**config.mk**
```make
export PLATFORM = sky130hd
export DESIGN_NAME = brte_engine
export DESIGN_NICKNAME = d
export VERILOG_FILES = /design/src/verilog/brte_pkg.sv /design/src/verilog/brte_sync.sv /design/src/verilog/brte_lfsr.sv /design/src/verilog/brte_engine.sv
export SDC_FILE = /design/constraint.sdc
export NUM_CORES = 1
export LEC_CHECK = 0
export BUFFER_PORTS_ARGS = -buffer_cell sky130_fd_sc_hd__buf_2
export CAP_MARGIN = 20
export CORE_UTILIZATION = 50
export DETAILED_ROUTE_END_ITERATION = 8
export PLACE_DENSITY_LB_ADDON = 0.3
export SETUP_SLACK_MARGIN = 0.1
export SYNTH_ARGS = -nofsm -noshare
export SYNTH_HDL_FRONTEND = slang
export SYNTH_SLANG_ARGS = --single-unit
```
**constraint.sdc**
```tcl
create_clock -name CLK_I -period 2.7 [get_ports CLK_I]
set_input_delay 0.405 -clock CLK_I [delete_from_list [all_inputs] [get_ports CLK_I]]
set_output_delay 0.405 -clock CLK_I [all_outputs]
set_load 0.005 [all_outputs]
```
**src/verilog/brte_pkg.sv**
```systemverilog
/*
  Constants, types and field layout of the boundary run-test engine.
  Assumes a TAP controller outside that reports its state and the
  decoded instruction, and a 44-cell boundary register held here.
*/
package brte_pkg;
  localparam int CELLS = 44;
  localparam int DATA = 36;
  localparam int HALF = 18;
  localparam int BYTE = 9;
  localparam int CTL_LO = 36;
  // Output-enable cells of the boundary register
  localparam int OE_A1 = 43;
  localparam int OE_B1 = 42;
  localparam int OE_A2 = 41;
  localparam int OE_B2 = 40;
  localparam int TCR_W = 3;
  // Low-bit opcodes and full opcodes of the control register
  localparam logic [1:0] LOW_SAMPLE = 2'h0;
  localparam logic [1:0] LOW_PAT = 2'h1;
  localparam logic [1:0] LOW_SIG = 2'h2;
  localparam logic [2:0] TCR_SIG_PAT = 3'h3;
  localparam logic [2:0] TCR_SIG_CNT = 3'h7;
  localparam logic [2:0] TCR_RST = 3'h0;
  // Feedback taps: x^36+x^25+1 and x^18+x^11+1
  localparam int T36_A = 35;
  localparam int T36_B = 24;
  localparam int T18_A = 17;
  localparam int T18_B = 10;
  // Register map of the AXI4-Lite slave
  localparam int AW = 4;
  localparam logic [AW-1:0] ADDR_CTRL = 4'h0;
  localparam logic [AW-1:0] ADDR_STATUS = 4'h4;
  localparam logic [AW-1:0] ADDR_BND_LO = 4'h8;
  localparam logic [AW-1:0] ADDR_BND_HI = 4'hc;
  localparam logic [1:0] RESP_OK = 2'h0;
  localparam logic [1:0] RESP_ERR = 2'h2;
  localparam int CTRL_EN = 0;
  localparam logic CTRL_EN_RST = 1'b1;
  localparam int SYNC_W = 46;

  typedef enum logic [2:0] {
    OP_IDLE, OP_SAMPLE, OP_PATTERN, OP_SIGNATURE, OP_SIG_PAT, OP_SIG_CNT
  } brte_op_t;

  // State and instruction reported by the TAP controller
  typedef struct packed {
    logic run_test;
    logic toggle;
    logic ctrl_scan;
    logic bnd_sel;
    logic run_idle;
    logic capture_dr;
    logic shift_dr;
    logic update_dr;
  } brte_tap_t;
endpackage

```
**src/verilog/brte_sync.sv**
```systemverilog
/*
  Two-flop synchroniser for a bus of independent levels.
  Assumes each bit is a slow level relative to CLK_I.
*/
`timescale 1ns/1ps
module brte_sync #(
  parameter int W = 1
) (
  input wire logic clk_i,
  input wire logic reset_n_i,
  input wire logic [W-1:0] d_i,
  output logic [W-1:0] q_o
);
  logic [W-1:0] meta_q;

  if (W < 1) $error("brte_sync: width must be positive");

  // First stage feeds only the second
  always_ff @(posedge clk_i or negedge reset_n_i) begin
    if (!reset_n_i) begin
      meta_q <= '0;
      q_o <= '0;
    end else begin
      meta_q <= d_i;
      q_o <= meta_q;
    end
  end
endmodule

```
**src/verilog/brte_lfsr.sv**
```systemverilog
/*
  One step of a shift register with XOR feedback and parallel input.
  Zero data on a zero state yields zero, so it serves as generator
  and as signature compressor. Purely combinational.
*/
`timescale 1ns/1ps
module brte_lfsr #(
  parameter int W = 36,
  parameter int TA = 35,
  parameter int TB = 24
) (
  input wire logic [W-1:0] state_i,
  input wire logic [W-1:0] data_i,
  output logic [W-1:0] next_o
);
  if (W < 2 || TA >= W || TB >= W) $error("brte_lfsr: bad taps");

  // Shift toward the top, feedback into bit 0, fold data in
  assign next_o = {state_i[W-2:0], state_i[TA] ^ state_i[TB]} ^ data_i;
endmodule

```
**src/verilog/brte_engine.sv**
```systemverilog
/*
  Boundary run-test engine: toggle-outputs, control-register scan and
  the run-test operations on the boundary register, with TDO, pin
  drive and an AXI4-Lite window onto its state.
  Assumes TCK, TDI, the TAP report and the pins are asynchronous to
  CLK_I and slow against it (TCK at most an eighth of CLK_I).
*/
// Register access over AXI4-Lite and the address map were chosen for this implementation.
`timescale 1ns/1ps
module brte_engine
  import brte_pkg::*;
(
  input wire logic CLK_I,
  input wire logic RESET_N_I,
  input wire logic TCK_I,
  input wire logic TDI_I,
  input wire brte_pkg::brte_tap_t TAP_I,
  output logic TDO_O,
  output logic TDO_OE_O,
  input wire logic [brte_pkg::HALF-1:0] A_I,
  output logic [brte_pkg::HALF-1:0] A_O,
  output logic [brte_pkg::HALF-1:0] A_OE_O,
  input wire logic [brte_pkg::HALF-1:0] B_I,
  output logic [brte_pkg::HALF-1:0] B_O,
  output logic [brte_pkg::HALF-1:0] B_OE_O,
  input wire logic [brte_pkg::AW-1:0] S_AXI_AWADDR_I,
  input wire logic S_AXI_AWVALID_I,
  output logic S_AXI_AWREADY_O,
  input wire logic [31:0] S_AXI_WDATA_I,
  input wire logic [3:0] S_AXI_WSTRB_I,
  input wire logic S_AXI_WVALID_I,
  output logic S_AXI_WREADY_O,
  output logic [1:0] S_AXI_BRESP_O,
  output logic S_AXI_BVALID_O,
  input wire logic S_AXI_BREADY_I,
  input wire logic [brte_pkg::AW-1:0] S_AXI_ARADDR_I,
  input wire logic S_AXI_ARVALID_I,
  output logic S_AXI_ARREADY_O,
  output logic [31:0] S_AXI_RDATA_O,
  output logic [1:0] S_AXI_RRESP_O,
  output logic S_AXI_RVALID_O,
  input wire logic S_AXI_RREADY_I
);
  import brte_pkg::*;

  logic [SYNC_W-1:0] syn;
  logic tck_q, rise, fall, tck_s, tdi_s;
  brte_tap_t tap_s, tap_q;
  logic [DATA-1:0] pins_s;
  logic [CELLS-1:0] sr_q, sh_q;
  logic [TCR_W-1:0] tcr_q;
  logic byp_q, tdo_q, tdo_oe_q, test_q, en_q;
  brte_op_t op;

  // All link inputs cross through two flops
  brte_sync #(.W(SYNC_W)) u_sync (
    .clk_i(CLK_I),
    .reset_n_i(RESET_N_I),
    .d_i({TCK_I, TDI_I, TAP_I, B_I, A_I}),
    .q_o(syn)
  );

  assign tck_s = syn[SYNC_W-1];
  assign tdi_s = syn[SYNC_W-2];
  assign tap_s = syn[SYNC_W-3:DATA];
  assign pins_s = syn[DATA-1:0];

  // TCK edge detection
  assign rise = tck_s & ~tck_q;
  assign fall = ~tck_s & tck_q;

  // TAP report latched at the falling edge, stable for the next rise
  always_ff @(posedge CLK_I or negedge RESET_N_I) begin
    if (!RESET_N_I) begin
      tck_q <= 1'b0;
      tap_q <= '0;
    end else begin
      tck_q <= tck_s;
      if (fall)
        tap_q <= tap_s;
    end
  end

  // Drive direction and mode masks from the enable shadows
  logic dir_ok, b_drv, run_ok, tog_ok, bnd_shift, byp_sel, upd_mode;
  logic [DATA-1:0] out_mask;
  assign dir_ok = (sh_q[OE_A1] != sh_q[OE_B1])
    && (sh_q[OE_A2] != sh_q[OE_B2]) && (sh_q[OE_B1] == sh_q[OE_B2]);
  assign b_drv = sh_q[OE_B1];
  assign out_mask = {{BYTE{sh_q[OE_B2]}}, {BYTE{sh_q[OE_B1]}},
    {BYTE{sh_q[OE_A2]}}, {BYTE{sh_q[OE_A1]}}};
  assign run_ok = tap_q.run_test & tap_q.run_idle & dir_ok & en_q;
  assign tog_ok = tap_q.toggle & tap_q.run_idle & en_q;
  assign bnd_shift = tap_q.shift_dr & tap_q.bnd_sel;
  assign byp_sel = ~tap_q.ctrl_scan & ~tap_q.bnd_sel;
  assign upd_mode = tcr_q[1:0] != LOW_SIG;

  // Opcode decode, bit 2 only splits the 18-bit pair
  assign op = !run_ok ? OP_IDLE :
    (tcr_q[1:0] == LOW_SAMPLE) ? OP_SAMPLE :
    (tcr_q[1:0] == LOW_PAT) ? OP_PATTERN :
    (tcr_q[1:0] == LOW_SIG) ? OP_SIGNATURE :
    (tcr_q == TCR_SIG_CNT) ? OP_SIG_CNT : OP_SIG_PAT;

  // Input and output halves follow the data direction
  logic [HALF-1:0] in_v, out_v, pins_in, nin, nout, n18i, n18o;
  logic [DATA-1:0] n36, d36, run_next;
  assign in_v = b_drv ? sr_q[HALF-1:0] : sr_q[DATA-1:HALF];
  assign out_v = b_drv ? sr_q[DATA-1:HALF] : sr_q[HALF-1:0];
  assign pins_in = b_drv ? pins_s[HALF-1:0] : pins_s[DATA-1:HALF];
  assign d36 = (op == OP_SIGNATURE) ? {{HALF{1'b0}}, pins_in} : '0;

  // Full-width register: output half on top, input half below
  brte_lfsr #(.W(DATA), .TA(T36_A), .TB(T36_B)) u_l36 (
    .state_i({out_v, in_v}),
    .data_i(d36),
    .next_o(n36)
  );

  // Half-width signature over the input cells
  brte_lfsr #(.W(HALF), .TA(T18_A), .TB(T18_B)) u_l18i (
    .state_i(in_v),
    .data_i(pins_in),
    .next_o(n18i)
  );

  // Half-width generator over the output cells
  brte_lfsr #(.W(HALF), .TA(T18_A), .TB(T18_B)) u_l18o (
    .state_i(out_v),
    .data_i({HALF{1'b0}}),
    .next_o(n18o)
  );

  // Next value of the data cells per operation
  always_comb begin
    nin = in_v;
    nout = out_v;
    unique case (op)
      OP_IDLE: begin
        nin = in_v;
      end
      OP_SAMPLE: begin
        nin = pins_in;
        nout = ~out_v;
      end
      OP_PATTERN, OP_SIGNATURE: begin
        {nout, nin} = n36;
      end
      OP_SIG_PAT: begin
        nin = n18i;
        nout = n18o;
      end
      OP_SIG_CNT: begin
        nin = n18i;
        nout = out_v + 18'h1;
      end
    endcase
  end
  assign run_next = b_drv ? {nout, nin} : {nin, nout};

  // Shift stages: scan, run-test step or toggle; only scan touches cells 43..36
  always_ff @(posedge CLK_I or negedge RESET_N_I) begin
    if (!RESET_N_I)
      sr_q <= '0;
    else if (rise && bnd_shift)
      sr_q <= {tdi_s, sr_q[CELLS-1:1]};
    else if (rise && run_ok)
      sr_q[DATA-1:0] <= run_next;
    else if (rise && tog_ok)
      sr_q[DATA-1:0] <= sr_q[DATA-1:0] ^ out_mask;
  end

  // Shadow latches: Update-DR loads all cells; in run-test only output cells follow, none in signature mode
  logic fall_upd, fall_load;
  assign fall_load = fall & tap_s.update_dr & tap_s.bnd_sel;
  assign fall_upd = fall & tap_s.run_idle & en_q
    & ((tap_s.run_test & dir_ok & upd_mode) | tap_s.toggle);
  always_ff @(posedge CLK_I or negedge RESET_N_I) begin
    if (!RESET_N_I)
      sh_q <= '0;
    else if (fall_load)
      sh_q <= sr_q;
    else if (fall_upd)
      sh_q[DATA-1:0] <= (sh_q[DATA-1:0] & ~out_mask)
        | (sr_q[DATA-1:0] & out_mask);
  end

  // Bypass bit and control register scan paths
  always_ff @(posedge CLK_I or negedge RESET_N_I) begin
    if (!RESET_N_I) begin
      byp_q <= 1'b0;
      tcr_q <= TCR_RST;
    end else if (rise) begin
      if (byp_sel && tap_q.capture_dr)
        byp_q <= 1'b0;
      else if (byp_sel && tap_q.shift_dr)
        byp_q <= tdi_s;
      if (tap_q.ctrl_scan && tap_q.shift_dr)
        tcr_q <= {tdi_s, tcr_q[TCR_W-1:1]};
    end
  end

  // TDO and test mode change on the falling edge
  logic tdo_src;
  assign tdo_src = tap_s.bnd_sel ? sr_q[0] :
    tap_s.ctrl_scan ? tcr_q[0] : byp_q;
  always_ff @(posedge CLK_I or negedge RESET_N_I) begin
    if (!RESET_N_I) begin
      tdo_q <= 1'b0;
      tdo_oe_q <= 1'b0;
      test_q <= 1'b0;
    end else if (fall) begin
      tdo_q <= tdo_src;
      tdo_oe_q <= tap_s.shift_dr;
      test_q <= tap_s.run_test | tap_s.toggle;
    end
  end

  // Pins driven from the shadows while in test mode
  assign TDO_O = tdo_q;
  assign TDO_OE_O = tdo_oe_q;
  assign A_O = sh_q[HALF-1:0];
  assign B_O = sh_q[DATA-1:HALF];
  assign A_OE_O = out_mask[HALF-1:0] & {HALF{test_q}};
  assign B_OE_O = out_mask[DATA-1:HALF] & {HALF{test_q}};

  // AXI4-Lite write channel: address and data taken in either order
  logic [AW-1:0] aw_q;
  logic awv_q, wv_q, bv_q, rv_q;
  logic [31:0] wd_q;
  logic [3:0] ws_q;
  logic [1:0] bresp_q;
  logic wr_go, aw_hit, ar_hit;
  assign S_AXI_AWREADY_O = ~awv_q & ~bv_q;
  assign S_AXI_WREADY_O = ~wv_q & ~bv_q;
  assign wr_go = awv_q & wv_q & ~bv_q;
  assign aw_hit = aw_q == ADDR_CTRL || aw_q == ADDR_STATUS
    || aw_q == ADDR_BND_LO || aw_q == ADDR_BND_HI;
  always_ff @(posedge CLK_I or negedge RESET_N_I) begin
    if (!RESET_N_I) begin
      awv_q <= 1'b0;
      wv_q <= 1'b0;
      bv_q <= 1'b0;
      aw_q <= '0;
      wd_q <= '0;
      ws_q <= '0;
      bresp_q <= RESP_OK;
      en_q <= CTRL_EN_RST;
    end else begin
      if (S_AXI_AWVALID_I && S_AXI_AWREADY_O) begin
        awv_q <= 1'b1;
        aw_q <= S_AXI_AWADDR_I;
      end
      if (S_AXI_WVALID_I && S_AXI_WREADY_O) begin
        wv_q <= 1'b1;
        wd_q <= S_AXI_WDATA_I;
        ws_q <= S_AXI_WSTRB_I;
      end
      if (wr_go) begin
        awv_q <= 1'b0;
        wv_q <= 1'b0;
        bv_q <= 1'b1;
        bresp_q <= aw_hit ? RESP_OK : RESP_ERR;
        if (aw_q == ADDR_CTRL && ws_q[0])
          en_q <= wd_q[CTRL_EN];
      end else if (bv_q && S_AXI_BREADY_I)
        bv_q <= 1'b0;
    end
  end
  assign S_AXI_BVALID_O = bv_q;
  assign S_AXI_BRESP_O = bresp_q;

  // AXI4-Lite read channel and register read selection
  logic [31:0] rd_mux, rd_q, status_w;
  logic [1:0] rresp_q;
  assign status_w = {24'h0, op, b_drv, dir_ok, tcr_q};
  assign ar_hit = S_AXI_ARADDR_I == ADDR_CTRL
    || S_AXI_ARADDR_I == ADDR_STATUS || S_AXI_ARADDR_I == ADDR_BND_LO
    || S_AXI_ARADDR_I == ADDR_BND_HI;
  assign rd_mux = (S_AXI_ARADDR_I == ADDR_CTRL) ? {31'h0, en_q} :
    (S_AXI_ARADDR_I == ADDR_STATUS) ? status_w :
    (S_AXI_ARADDR_I == ADDR_BND_LO) ? sr_q[31:0] :
    (S_AXI_ARADDR_I == ADDR_BND_HI) ? {20'h0, sr_q[CELLS-1:32]} : 32'h0;
  assign S_AXI_ARREADY_O = ~rv_q;
  always_ff @(posedge CLK_I or negedge RESET_N_I) begin
    if (!RESET_N_I) begin
      rv_q <= 1'b0;
      rd_q <= '0;
      rresp_q <= RESP_OK;
    end else if (S_AXI_ARVALID_I && !rv_q) begin
      rv_q <= 1'b1;
      rd_q <= rd_mux;
      rresp_q <= ar_hit ? RESP_OK : RESP_ERR;
    end else if (rv_q && S_AXI_RREADY_I)
      rv_q <= 1'b0;
  end
  assign S_AXI_RVALID_O = rv_q;
  assign S_AXI_RDATA_O = rd_q;
  assign S_AXI_RRESP_O = rresp_q;
endmodule

```
==> flow_summary.yaml <==
synthesis:
  ys_async_sr_fraction: 1.00
  synth_edf_count: 0
  synth_seq_area_share: 0.458
  netlist_area_um2: 12800
  ys_types: 92
  synth_flop_cell: "dfrtp_1"
  yosysWarnings: 0
  syn_avg_cell_area_um2: 10.3
  syn_inst: 1247
  synth_seq_cells: 235
timing:
  setup-tns-final_ps: 0
  clock_skew_ps: 15.5
  period_minus_slack_ps: 2540
  finalSetupViolations: 0
  grt_setup_unrepaired: "false"
  fmax_mhz: 394
  relSlewSlack: 0.510
  timing.final.crit_share: 0.940
  worst_pin_slew_ps: 736
  finalMaxSlewViolations: 0
  hold_viol_final: 0
min_path:
  min_path_type: "in2reg"
  holdCritStartpoint: "S_AXI_BREADY_I"
  whs_path_depth: 2
  hold-path-endpoint: "S_AXI_BVALID_O$_DFFE_PN0P_"
die:
  die_w_um: 162
  fp-row-count: 58
  die_y_um: 162
  die_area_um2: 26300
  boundaryPins: 212
  fp.coreArea_um2: 25200
  initial_core_util: 0.510
clock_tree:
  clock_path_buffers: 3
  clock_sinks: 235
  cts_root_buffer: "clkbuf_16"
  cts_buffers: 24
  cts.clk_slew.worst_paths_ps: 70
  clk_latency_ps: 530
  cts_tree: "yes"
  cts_max_level: 1
setup_path:
  worst-r2r-cell-count: 8
  cpMaxStageDelayCell: "dfrtp_4"
  crit_chain: "buf_12, buf_12, mux2i_2, xor2_1, mux2i_1, o221ai_1, or4b_1, o211ai_1"
  cp.depth: 8
  crit_buf_inv: 2
  crit_required_ps: 3150
  endpoint_kind: "register"
  startpoint_type: "register"
  r2r_setup_slack_ps: 160
  max_stage_delay_ps: 520
  crit_type: "reg2reg"
  r2r-end: "sr_q[5]$_DFFE_PN0P_"
  crit_top_cell: "buf_12"
  cp_max_fo: 29
  arrival_ps: 2990
  crit_family: "flip-flops"
  r2r_start: "sh_q[42]$_DFFE_PN0P_"
routing:
  drt_iter0_drc: 1274
  dr.pass1.iters: 6
  routed_wl_mm: 42.2
  ant_nets: 0
  drcViolationCount: 0
  avgViaCountPerCell: 6.09
  vias: 11200
  wl_per_cell_um: 22.9
power:
  power.switching_mw: 5.58
  internal_power_mw: 8.64
  finalPower_mw: 14.2
  worst_ir_drop_vdd_uv: 638
  leakagePower_nw: 7.24
  swShare: 0.392
  p_per_area_nw_per_um2: 896
  seq_power_share: 0.323
  p_comb_frac: 0.444
  power_frac_clock: 0.233
layout:
  syn_to_final_growth_pct: 23.5
  fin_util: 0.630
  antennaDiodeCount: 0
  fillers: 2127
  multi_input_area_um2: 5960
  drive_above_1_share: 0.344
  area.sequential_um2: 5890
  nets: 1592
  layout_common_cells: "dfrtp_1, buf_2, buf_4, nand2_1"
  layout_commonest_cell: "dfrtp_1"
run:
  max_cap_viol_count: 0
global_routing:
  track_usage: 0.320
  overflow: 0
  grt_pass1_wl_mm: 63.1
  antenna_found_initial: 0
  grt_pass1_vias: 10400
  grt_max_degree: 79
run_status:
  status: "completed"
placed_design:
  globalplace.congestion: 1.01
  port_buffers: 175
  dp_hpwl_mm: 30.8
## metal layers
metal,GRT usage,part of all wire
met4,0.144,0.044
met5,0,0
met2,0.491,0.45
met3,0.0695,0.089
met1,0.433,0.42
## worst reg2reg max path, stage by stage, from the launching register on
cell	delay, ps
dfrtp_4	520
buf_12	160
buf_12	210
mux2i_2	400
xor2_1	180
mux2i_1	130
o221ai_1	320
or4b_1	470
o211ai_1	100
## power groups by stage
stage          registers [mW]  logic, mW  clock network, mW
2_1_floorplan            4.28       3.75                  0
3_3_place_gp             4.61       5.83                  0
3_5_place_dp             4.63       5.89                  0
4_1_cts                  4.57       5.97               3.37
5_1_grt                  4.64       6.68               3.50
6_report                 4.60       6.31               3.31
## cell families (layout without fill, tap and decap cells)
group,Yosys count,count (layout),synth area share
flops,235,235,0.458
compound gates,346,346,0.194
simple gates,309,309,0.123
xor+xnor,25,25,0.0170
buf+inv,190,452,0.0859
mux,138,138,0.119
other cells,1,2,0.000292
fa+ha+maj,3,3,0.00292
## worst max-delay path by stage
stage | start | endpoint | slack [ps]
after detailed placement | tcr_q[0]$_DFFE_PN0P_ | sr_q[15]$_DFFE_PN0P_ | 50
after floorplan | sh_q[42]$_DFFE_PN0P_ | sr_q[14]$_DFFE_PN0P_ | 180
final | sh_q[42]$_DFFE_PN0P_ | sr_q[5]$_DFFE_PN0P_ | 160
after global placement | tcr_q[0]$_DFFE_PN0P_ | sr_q[15]$_DFFE_PN0P_ | 70
after CTS | sh_q[42]$_DFFE_PN0P_ | sr_q[33]$_DFFE_PN0P_ | 140
after global routing | sh_q[42]$_DFFE_PN0P_ | sr_q[15]$_DFFE_PN0P_ | 100
## per-stage QoR
stage	hold WS (ps)	setup slack (ps)	instance area, um^2	instances
6_report	59.5	161	15900	1840
5_1_grt	59.7	97.0	15900	1840
4_1_cts	48.6	140	15700	1834
3_5_place_dp	335	46.2	14500	1743
3_3_place_gp	332	73.9	14500	1743
2_1_floorplan	109	180	12800	1248
## final cells by class
type	count	area share
clock buffer	32	0.0417
tap	330	0.0260
multi-input combinational	823	0.376
sequential	235	0.371
timing repair buffer	392	0.174
clock inverter	12	0.00789
inverter	16	0.00379
## timing repair
action,CTS,global route
endpoints found under the setup margin,3,24
buffers inserted,0,6
endpoints found under the hold margin,117,0
hold buffers,47,0
gates resized for setup,2,23
pin swaps,0,2
## cells in the mapped netlist, drive strengths merged (14+ instances only)
master  number  area [um^2]
o31ai       14          105
mux2        75          845
xor2        14          123
o221ai      25          219
nand3       43          225
clkbuf      59          225
a31oi       19          134
o21ai       86          460
nor2        50          190
dfrtp      234         5860
o22ai       19          119
a22oi       28          210
o211ai      15          118
a21oi       35          190
a211oi      18          165
mux2i       62          656
nor3        32          165
buf        115          818
a22o        23          201
inv         16         60.1
nand2      105          394
Note: power is estimated with default switching activity, not from simulation.
